`config.mk`:
```
export PLATFORM = sky130hd
export DESIGN_NAME = pci_top
export DESIGN_NICKNAME = d
export VERILOG_FILES = /design/src/pkg/pci_pkg.sv /design/src/core/pci_sync.sv /design/src/core/pci_top.sv
export VERILOG_INCLUDE_DIRS = /design/src /design/src/pkg
export SDC_FILE = /design/constraint.sdc
export NUM_CORES = 1
export LEC_CHECK = 0
export ABC_AREA = 1
export ABC_CLOCK_PERIOD_IN_PS = 1800
export BUFFER_PORTS_ARGS = -buffer_cell sky130_fd_sc_hd__buf_2
export CORE_MARGIN = 2
export CORE_UTILIZATION = 50
export CTS_CLUSTER_SIZE = 30
export DETAILED_ROUTE_END_ITERATION = 10
export PLACE_DENSITY_LB_ADDON = 0.15
export SKIP_LAST_GASP = 1
export SLEW_MARGIN = 20
export SYNTH_ARGS = -nofsm -noshare
export SYNTH_HDL_FRONTEND = slang
export SYNTH_HIERARCHICAL = 1
export SYNTH_SLANG_ARGS = --single-unit
```
`constraint.sdc`:
```
create_clock -name pclk -period 1.8 [get_ports pclk]
set_clock_uncertainty 0.05 [all_clocks]
set_input_delay 0.36 -clock pclk [delete_from_list [all_inputs] [get_ports pclk]]
set_output_delay 0.36 -clock pclk [all_outputs]
set_load 0.02 [all_outputs]
```
`src/pkg/pci_cfg.svh`:
```
// Register offsets, reset values and field positions of the pin change block
`ifndef PCI_CFG_SVH
`define PCI_CFG_SVH
// Printed offsets are not all multiples of four: they are register indices
`define PCI_IDX_A_RISE    16'h1F3D
`define PCI_IDX_A_FALL    16'h1F3E
`define PCI_IDX_A_FLAGS   16'h1F3F
`define PCI_IDX_B_RISE    16'h1F48
`define PCI_IDX_B_FALL    16'h1F49
`define PCI_IDX_B_FLAGS   16'h1F4A
`define PCI_IDX_C_RISE    16'h1F53
`define PCI_IDX_C_FALL    16'h1F54
`define PCI_IDX_C_FLAGS   16'h1F55
// Control and status registers placed after the port registers
`define PCI_IDX_CTRL      16'h1F60
`define PCI_IDX_SUMMARY   16'h1F61
`define PCI_IDX_IRQ_STAT  16'h1F62
`define PCI_IDX_IRQ_MASK  16'h1F63
// Bit positions
`define PCI_CTRL_MASTER   0
`define PCI_STAT_SUMMARY  0
// Reset values
`define PCI_RST_BYTE      8'h00
`define PCI_RST_CTRL      1'b0
`endif

```
`src/pkg/pci_pkg.sv`:
```
// Types shared by the pin change interrupt block
package pci_pkg;
	typedef logic [7:0] pci_byte_type;
	typedef logic [2:0][7:0] pci_ports_type;
	typedef struct packed {
		pci_ports_type rise_r;     // Rising edge enables
		pci_ports_type fall_r;     // Falling edge enables
		pci_ports_type flag_r;     // Sticky change flags
		pci_ports_type prev_r;     // Previous synchronised sample
		logic          master_r;   // Master change interrupt enable
		logic          istat_r;    // Sticky summary event status
		logic          imask_r;    // Interrupt mask
		logic          irq_r;      // Interrupt output
		logic          wake_r;     // Wake request output
		logic          summary_r;  // Registered summary output
		logic          pready_r;   // Bus ready
		logic          pslverr_r;  // Bus error
		logic [31:0]   prdata_r;   // Bus read data
	} pci_state_type;
endpackage

```
`src/core/pci_sync.sv`:
```
// Three-stage synchroniser with agreement filter for the port pins
`timescale 1ns/100ps
module pci_sync
#(
	parameter int WIDTH = 24
)
(
	input  wire logic             pclk,     // System clock
	input  wire logic             presetn,  // Asynchronous reset, low
	input  wire logic [WIDTH-1:0] pin_in,   // Raw pin levels
	output logic      [WIDTH-1:0] pin_sync  // Filtered pin levels
);
	logic [WIDTH-1:0] s1_r;   // First stage, read only by s2
	logic [WIDTH-1:0] s2_r;   // Second stage
	logic [WIDTH-1:0] s3_r;   // Third stage
	logic [WIDTH-1:0] out_r;  // Accepted level

	// Shift the pins in; accept a level once stage two and three agree
	always_ff @(posedge pclk or negedge presetn)
	begin
		if (!presetn)
		begin
			s1_r  <= '0;
			s2_r  <= '0;
			s3_r  <= '0;
			out_r <= '0;
		end
		else
		begin
			s1_r <= pin_in;
			s2_r <= s1_r;
			s3_r <= s2_r;
			for (int i = 0; i < WIDTH; i++)
			begin
				if (s2_r[i] == s3_r[i])
					out_r[i] <= s3_r[i];
			end
		end
	end

	assign pin_sync = out_r;
endmodule

```
`src/core/pci_top.sv`:
```
// Pin change interrupt block for three ports with an APB register slave
//
// Overview of operation
// - Enabled edge on pin sets its flag
// - Request raised only with master enable set; the irq status output is not gated by it
// - Summary bit is OR of all flags
// - Summary read-only, clears when flags clear
// - Writing zero to a flag clears it
// - Edge during flag write leaves it set
// - Change event wakes device if enabled
// - Sleep edges recorded before first instruction
// - Rise enable one arms rising detection
// - Rise enable zero ignores rising edges
// - Fall enable one flags falling edges
// - Zero flag means none or cleared
// - Reset pin config disables its detection
// - Without master, flags still set
// - Both enables flag either polarity
//
// Design decision made here: the APB interface to the registers.
`timescale 1ns/100ps
`include "pci_cfg.svh"
module pci_top
	import pci_pkg::*;
#(
	parameter int NPORT     = 3,   // Number of ports
	parameter int RST_PORT  = 0,   // Port holding the shared reset pin
	parameter int RST_BIT   = 3    // Bit of the shared reset pin
)
(
	input  wire logic        pclk,         // System clock, 10 MHz
	input  wire logic        presetn,      // Asynchronous reset, low
	input  wire logic        psel,         // APB select
	input  wire logic        penable,      // APB enable
	input  wire logic        pwrite,       // APB direction
	input  wire logic [31:0] paddr,        // APB byte address
	input  wire logic [31:0] pwdata,       // APB write data
	output logic      [31:0] prdata,       // APB read data
	output logic             pready,       // APB ready
	output logic             pslverr,      // APB error
	input  wire logic [7:0]  port_a_pins,  // Port A pin levels
	input  wire logic [7:0]  port_b_pins,  // Port B pin levels
	input  wire logic [7:0]  port_c_pins,  // Port C pin levels
	input  wire logic        reset_pin_enable,           // Reset pin config
	input  wire logic        low_voltage_program_enable, // LOW_VOLTAGE_PROGRAM_ENABLE config
	output logic             change_irq_summary,         // Summary of flags
	output logic             change_irq,   // Gated interrupt request
	output logic             wake_req,     // Wake from sleep
	output logic             irq           // Masked status interrupt
);
	pci_state_type st_r;   // Registered state
	pci_state_type st_nxt; // Next state

	logic [23:0]  pins_sync;  // Synchronised pins, port A in low byte
	logic [23:0]  rise_pulse; // One-cycle rising pulses
	logic [23:0]  fall_pulse; // One-cycle falling pulses
	logic [23:0]  edge_set;   // Enabled edges per pin
	logic [23:0]  pin_avail;  // Pins with detection available
	logic [23:0]  rise_flat;  // Rising enables flattened
	logic [23:0]  fall_flat;  // Falling enables flattened
	logic [23:0]  prev_flat;  // Previous sample flattened
	logic         rst_pin_lost; // Reset pin taken by configuration
	logic         cfg_s1_r;   // Config sync stage 1
	logic         cfg_s2_r;   // Config sync stage 2
	logic         cfg_s3_r;   // Config sync stage 3
	logic         cfg_r;      // Accepted config level
	logic         wr_acc;     // Write access phase
	logic         rd_acc;     // Read access phase
	logic [15:0]  idx;        // Register index from address
	logic         idx_ok;     // Address maps to a register
	logic [7:0]   wbyte;      // Write data low byte

	// Pin synchroniser
	pci_sync #(.WIDTH(24)) u_sync
	(
		.pclk     (pclk),
		.presetn  (presetn),
		.pin_in   ({port_c_pins, port_b_pins, port_a_pins}),
		.pin_sync (pins_sync)
	);

	// Configuration straps also come from outside the clock domain
	always_ff @(posedge pclk or negedge presetn)
	begin
		if (!presetn)
		begin
			cfg_s1_r <= 1'b0;
			cfg_s2_r <= 1'b0;
			cfg_s3_r <= 1'b0;
			cfg_r    <= 1'b0;
		end
		else
		begin
			cfg_s1_r <= reset_pin_enable | low_voltage_program_enable;
			cfg_s2_r <= cfg_s1_r;
			cfg_s3_r <= cfg_s2_r;
			if (cfg_s2_r == cfg_s3_r)
				cfg_r <= cfg_s3_r;
		end
	end

	assign rst_pin_lost = cfg_r;
	assign rise_flat = st_r.rise_r;
	assign fall_flat = st_r.fall_r;
	assign prev_flat = st_r.prev_r;

	// Per pin edge detection
	genvar g;
	generate
		for (g = 0; g < 24; g++)
		begin : g_pin
			// Shared reset pin loses detection when configured away
			assign pin_avail[g] = !(rst_pin_lost &&
				(g == RST_PORT * 8 + RST_BIT));
			// Compare new sample with previous one
			assign rise_pulse[g] = pins_sync[g] & ~prev_flat[g];
			assign fall_pulse[g] = ~pins_sync[g] & prev_flat[g];
			// Either enabled polarity sets the flag
			assign edge_set[g] = pin_avail[g] &
				((rise_pulse[g] & rise_flat[g]) |
				 (fall_pulse[g] & fall_flat[g]));
		end
	endgenerate

	// APB decode, printed offsets are indices, byte address is four times
	assign idx    = paddr[17:2];
	assign wr_acc = psel & penable & pwrite & ~st_r.pready_r;
	assign rd_acc = psel & penable & ~pwrite & ~st_r.pready_r;
	assign wbyte  = pwdata[7:0];
	assign idx_ok = (paddr[1:0] == 2'b00) && (paddr[31:18] == '0) &&
		(idx == `PCI_IDX_A_RISE  || idx == `PCI_IDX_A_FALL  ||
		 idx == `PCI_IDX_A_FLAGS || idx == `PCI_IDX_B_RISE  ||
		 idx == `PCI_IDX_B_FALL  || idx == `PCI_IDX_B_FLAGS ||
		 idx == `PCI_IDX_C_RISE  || idx == `PCI_IDX_C_FALL  ||
		 idx == `PCI_IDX_C_FLAGS || idx == `PCI_IDX_CTRL    ||
		 idx == `PCI_IDX_SUMMARY || idx == `PCI_IDX_IRQ_STAT ||
		 idx == `PCI_IDX_IRQ_MASK);

	// Next state: registers, flags, bus answer and outputs
	always_comb
	begin
		logic [2:0][7:0] fl;  // Working flag copy
		logic            any; // OR of all flags
		logic            ev;  // Any enabled edge this cycle
		fl  = st_r.flag_r;
		any = 1'b0;
		ev  = |edge_set;
		st_nxt = st_r;
		st_nxt.prev_r    = pins_sync;
		st_nxt.pready_r  = 1'b0;
		st_nxt.pslverr_r = 1'b0;
		// Register writes
		if (wr_acc && idx_ok)
		begin
			unique case (idx)
				`PCI_IDX_A_RISE:   st_nxt.rise_r[0] = wbyte;
				`PCI_IDX_A_FALL:   st_nxt.fall_r[0] = wbyte;
				`PCI_IDX_A_FLAGS:  fl[0] = fl[0] & wbyte;
				`PCI_IDX_B_RISE:   st_nxt.rise_r[1] = wbyte;
				`PCI_IDX_B_FALL:   st_nxt.fall_r[1] = wbyte;
				`PCI_IDX_B_FLAGS:  fl[1] = fl[1] & wbyte;
				`PCI_IDX_C_RISE:   st_nxt.rise_r[2] = wbyte;
				`PCI_IDX_C_FALL:   st_nxt.fall_r[2] = wbyte;
				`PCI_IDX_C_FLAGS:  fl[2] = fl[2] & wbyte;
				`PCI_IDX_CTRL:
					st_nxt.master_r = wbyte[`PCI_CTRL_MASTER];
				`PCI_IDX_IRQ_STAT:
					if (wbyte[`PCI_STAT_SUMMARY])
						st_nxt.istat_r = 1'b0;
				`PCI_IDX_IRQ_MASK:
					st_nxt.imask_r = wbyte[`PCI_STAT_SUMMARY];
				default:
					st_nxt.master_r = st_r.master_r; // Summary read-only
			endcase
		end
		// Hardware set wins over any write in the same cycle
		fl = fl | edge_set;
		st_nxt.flag_r = fl;
		any = |fl;
		// Sticky status event, set wins over clear
		if (ev)
			st_nxt.istat_r = 1'b1;
		// Read data
		if (rd_acc)
		begin
			st_nxt.prdata_r = 32'h0000_0000;
			unique case (idx)
				`PCI_IDX_A_RISE:   st_nxt.prdata_r[7:0] = st_r.rise_r[0];
				`PCI_IDX_A_FALL:   st_nxt.prdata_r[7:0] = st_r.fall_r[0];
				`PCI_IDX_A_FLAGS:  st_nxt.prdata_r[7:0] = st_r.flag_r[0];
				`PCI_IDX_B_RISE:   st_nxt.prdata_r[7:0] = st_r.rise_r[1];
				`PCI_IDX_B_FALL:   st_nxt.prdata_r[7:0] = st_r.fall_r[1];
				`PCI_IDX_B_FLAGS:  st_nxt.prdata_r[7:0] = st_r.flag_r[1];
				`PCI_IDX_C_RISE:   st_nxt.prdata_r[7:0] = st_r.rise_r[2];
				`PCI_IDX_C_FALL:   st_nxt.prdata_r[7:0] = st_r.fall_r[2];
				`PCI_IDX_C_FLAGS:  st_nxt.prdata_r[7:0] = st_r.flag_r[2];
				`PCI_IDX_CTRL:     st_nxt.prdata_r[0] = st_r.master_r;
				`PCI_IDX_SUMMARY:  st_nxt.prdata_r[0] = st_r.summary_r;
				`PCI_IDX_IRQ_STAT: st_nxt.prdata_r[0] = st_r.istat_r;
				`PCI_IDX_IRQ_MASK: st_nxt.prdata_r[0] = st_r.imask_r;
				default:           st_nxt.prdata_r = 32'h0000_0000;
			endcase
		end
		// One wait state, then ready; error on unmapped address
		if (psel && penable && !st_r.pready_r)
		begin
			st_nxt.pready_r  = 1'b1;
			st_nxt.pslverr_r = ~idx_ok;
		end
		// Outputs
		st_nxt.summary_r = any;
		st_nxt.irq_r     = any & st_nxt.master_r;
		st_nxt.wake_r    = any & st_nxt.master_r;
	end

	// State register
	always_ff @(posedge pclk or negedge presetn)
	begin
		if (!presetn)
		begin
			st_r.rise_r    <= {3{`PCI_RST_BYTE}};
			st_r.fall_r    <= {3{`PCI_RST_BYTE}};
			st_r.flag_r    <= {3{`PCI_RST_BYTE}};
			st_r.prev_r    <= '0;
			st_r.master_r  <= `PCI_RST_CTRL;
			st_r.istat_r   <= 1'b0;
			st_r.imask_r   <= 1'b0;
			st_r.irq_r     <= 1'b0;
			st_r.wake_r    <= 1'b0;
			st_r.summary_r <= 1'b0;
			st_r.pready_r  <= 1'b0;
			st_r.pslverr_r <= 1'b0;
			st_r.prdata_r  <= 32'h0000_0000;
		end
		else
			st_r <= st_nxt;
	end

	// Masked status interrupt output
	logic irq_r; // Registered status interrupt
	always_ff @(posedge pclk or negedge presetn)
	begin
		if (!presetn)
			irq_r <= 1'b0;
		else
			irq_r <= st_nxt.istat_r & st_nxt.imask_r;
	end

	assign prdata             = st_r.prdata_r;
	assign pready             = st_r.pready_r;
	assign pslverr            = st_r.pslverr_r;
	assign change_irq_summary = st_r.summary_r;
	assign change_irq         = st_r.irq_r;
	assign wake_req           = st_r.wake_r;
	assign irq                = irq_r;

	// An enabled edge shows in the flags one cycle later
	chk_edge_sets_flag: assert property (@(posedge pclk) disable iff (!presetn)
		edge_set[0] |=> st_r.flag_r[0][0])
		else $error("enabled edge did not set flag");
	// Zero write clears an unset-edge flag
	chk_zero_clears: assert property (@(posedge pclk) disable iff (!presetn)
		wr_acc && idx_ok && idx == `PCI_IDX_A_FLAGS && !wbyte[0] &&
		!edge_set[0]
		|=> !st_r.flag_r[0][0])
		else $error("zero write did not clear flag");
	// Edge during clear keeps the flag set
	chk_set_wins: assert property (@(posedge pclk) disable iff (!presetn)
		wr_acc && idx == `PCI_IDX_A_FLAGS && edge_set[0]
		|=> st_r.flag_r[0][0])
		else $error("flag lost during clear");
	// Summary follows flag OR in the same cycle as the flags
	chk_summary_or: assert property (@(posedge pclk) disable iff (!presetn)
		##1 change_irq_summary == $past(|st_nxt.flag_r))
		else $error("summary not OR of flags");
	// Summary low only with all flags clear
	chk_summary_clr: assert property (@(posedge pclk) disable iff (!presetn)
		$fell(change_irq_summary) |-> st_r.flag_r == '0)
		else $error("summary cleared with flags set");
	// No request while master disabled
	chk_master_gate: assert property (@(posedge pclk) disable iff (!presetn)
		change_irq |-> st_r.master_r)
		else $error("request without master enable");
	// Wake needs a set flag and master enable
	chk_wake_cause: assert property (@(posedge pclk) disable iff (!presetn)
		wake_req |-> change_irq_summary && st_r.master_r)
		else $error("wake without cause");
	// Disabled rising edge never sets flag
	chk_rise_off: assert property (@(posedge pclk) disable iff (!presetn)
		rise_pulse[0] && !rise_flat[0] |-> !edge_set[0])
		else $error("rising edge flagged while disabled");
	// Lost reset pin never flags
	chk_rst_pin: assert property (@(posedge pclk) disable iff (!presetn)
		rst_pin_lost |-> !edge_set[RST_PORT * 8 + RST_BIT])
		else $error("edge on reserved reset pin");
endmodule

```
==> key figures <==
Final layout
  • N_diodes: 0
  • Nets: around 1300
  • Share of cells above drive strength 1: between 30% and 40%
  • Fill count: roughly 1300
  • Most common cell after layout, fill and taps aside: dfrtp_1
  • Storage element area: about 5300 um^2
  • Commonest cells after routing, fill and taps aside: 212 x dfrtp_1, 116 x nand2_1, 110 x buf_4
  • Synth-to-Final Area Change: 37.6%
  • Post-Layout Cell Count: between 1000 and 1500
  • Area of the multi-input gates: 3350 um^2
  • Utilization after layout: 70.3%
  • Final Cell Area: 12100 um^2

Floorplanning
  • I/O pin count: 133
  • Die Width: 137 um
  • Initial Util: 51.1%
  • Core ar.: 17200 um^2
  • Die Span Y: 137 um
  • Cell row count: 48
  • DIE AREA: 18700 um^2

Setup path
  • Startpoint types: flop
  • Bufs and invs on worst path: 3
  • Crit path DAT: between 2000 and 2500 ps
  • Required time worst endpoint: 2150 ps
  • CP endpoint kind: flop
  • R2R setup slack: -110 ps
  • RR Startpoint: pready
  • CP most frequent cell: nand2_1
  • Crit-path cells: nor2_2, inv_2, nor2_4, nand3_4, clkbuf_16, nand2_1, nand3_1, nor2_1, nand2_1, nor2_2, nand3_2, nand2_1, inv_1
  • Slowest stage delay, CP: 390 ps
  • Crit path kind: reg2reg
  • R2r endpoint: wake_req
  • Crit path max-delay family: simple AND/OR/NAND/NOR gates
  • Reg2Reg Depth: 13
  • Crit-path max FO: 5
  • CP max-delay cell: dfrtp_1

Synthesis
  • Yosys reg bits: roughly 210
  • Mapped Area: ~9000 um^2
  • Syn. warnings: 6
  • Sequential area share after synthesis: around 60%
  • Synth unique cells: 38
  • Syn Inst Count: 921
  • Syn_area_per_cell: between 9 and 10 um^2

Detailed routing
  • Routed len/inst: between 15 and 20 um
  • Residual DRC count: 0
  • WL final: 22.3 mm
  • Detailed Route Iter0 Violations: 471
  • Total number of vias: 7337
  • Via density: 5.24
  • Antenna Nets Post-Route: 0
  • Router iterations before antenna repair: 5

Placement
  • # port buffers: 84
  • Cells after DPL: 1304
  • Hpwl dp: approximately 15 mm
  • Placed Area: between 10000 and 15000 um^2
  • Routability cong.: 0.917
  • Place WS: -682 ps

GRT
  • Largest net degree at the start of global routing: 57
  • Global route total overflow: 0
  • Initial antenna violation count: 0
  • Global-route wire length before repair: around 34 mm
  • Total track usage: 23.1%
  • Vias in the first global route: 6891

Timing
  • # setup viols final: 16
  • Tmin final: between 1500 and 2000 ps
  • FMAX: 0.524 GHz
  • RSZ-0062 raised after global routing: true
  • Final Worst Setup Slack: -107 ps
  • Sum Neg Setup Slack: -447 ps
  • Final-report hold violation count: 0
  • Slew Limit Fails: 0
  • Fin crit share: 106%

Power
  • PwrDens: 856 nW/um^2
  • Peak supply drop: 754 uV
  • Leakage dissipation: 5.75 nW

Clocking
  • Root Buffer: clkbuf_16
  • Sinks on Clock Net: between 200 and 250
  • TritonCTS Buffers: 23
  • Clk Latency, worst-skew pair: 500 ps
  • CTS clk-pin slew, worst paths: ~60 ps
  • Worst-case clock buffer depth: 3
  • H-tree depth: 1
  • CTS tree: yes

Hold path
  • Hold Crit Start: penable
  • Hold Path Class: in2reg
  • Worst hold path depth: 4
  • Hold endpoint: pready

Outcome
  • Status: finished with violations
  • Failing checks: setup timing

Flow run
  • Max-cap viol count: 0
[metal layers]
layer  GRT usage [%]  wire length [um]
met5               0                 0
met4            9.09               780
met3            3.30              1540
met2            36.4             10400
met1            32.7              9620
[synthesized netlist by cell type]
library cell	instances	area, um^2
buf_6	3	33.8
nor3_2	1	10.0
nand3_4	1	17.5
nand2_2	1	6.26
or2_2	3	18.8
o31ai_1	1	7.51
clkbuf_1	12	45.0
nor2_2	4	25.0
mux2_2	8	90.1
nand2_1	168	631
inv_1	115	432
o21ai_0	73	365
or4_1	1	7.51
conb_1	1	3.75
a211oi_1	1	7.51
o211ai_1	7	52.6
a221oi_1	14	123
nand4_1	30	188
nand3_2	6	60.1
nand2_4	2	22.5
nand3b_1	2	15.0
dfrtp_1	212	5310
a21boi_0	8	60.1
o21ai_1	3	15.0
maj3_1	1	10.0
nor3_1	15	75.1
a21oi_1	52	260
nor2_1	80	300
o22ai_1	1	6.26
nand3_1	30	150
buf_2	4	20.0
buf_4	33	248
a31oi_1	15	93.8
nor4_1	6	37.5
inv_2	2	7.51
nor2_4	3	33.8
nor2_8	1	20.0
or3b_2	1	8.76
[state kept, by name, indices dropped and copies added, names as in the netlist, 8 cells and up]
register         count
fall_flat           24
st_r                27
u_sync/s1_r         24
u_sync/s3_r         24
rise_flat           24
prev_flat           24
prdata               8
u_sync/s2_r         24
u_sync/pin_sync     24
[power breakdown]
part / switching, mW / internal, mW / leakage (nW)
Clock: 1.84 / 2.80 / 0.375
Sequential: 0.129 / 4.97 / 2.53
Combinational: 0.386 / 0.255 / 2.85
Total: 2.36 / 8.02 / 5.75
[final cells by class]
cell class | instances | area share, %
Multi-Input combinational cell | 564 | 27.7
Clock inverter | 11 | 0.980
Timing Repair inverter | 1 | 0.0516
Timing Repair Buffer | 241 | 15.9
Clock buffer | 29 | 5.26
Inverter | 117 | 4.10
Sequential cell | 212 | 43.8
Tap cell | 225 | 2.32
[per-stage QoR]
| stage | hold WS, ps | power, mW |
|---|---|---|
| 2_1_floorplan | 14.4 | 5.41 |
| 3_3_place_gp | 230 | 5.71 |
| 3_5_place_dp | 231 | 5.73 |
| 4_1_cts | 36.2 | 10.4 |
| 5_1_grt | 195 | 10.7 |
| 6_report | 184 | 10.4 |
[worst max path at each step]
stage                   start       end  cells past startpoint
floorplan           paddr[17]  wake_req                     20
global placement     paddr[3]  wake_req                     17
detailed placement  paddr[17]  wake_req                     17
CTS                 paddr[17]  wake_req                     20
global route           pready  wake_req                     13
finish                 pready  wake_req                     13
[cells by family after synthesis]
kind of cell	count (synthesis)	synth area share, %
adders and majority gates	1	0.114
buffers and inverters	169	8.92
AOI/OAI and AO/OA	175	11.2
other	1	0.0426
DFF	212	60.2
and+or+nand+nor	355	18.5
muxes	8	1.02
[tightest hold or removal path, delay by kind of cell]
family | cells | cell delay, ps
buffers and inverters | 2 | 220
and+or+nand+nor | 2 | 110
[what timing repair did]
item,in CTS,in global routing
gates cloned,1,7
pin swaps,2,34
setup buffers,1,20
hold buffers,27,0
hold endpoints to repair,66,0
setup endpoints to repair,57,60
resized for setup,17,215
Note: power is estimated with default switching activity, not from simulation.
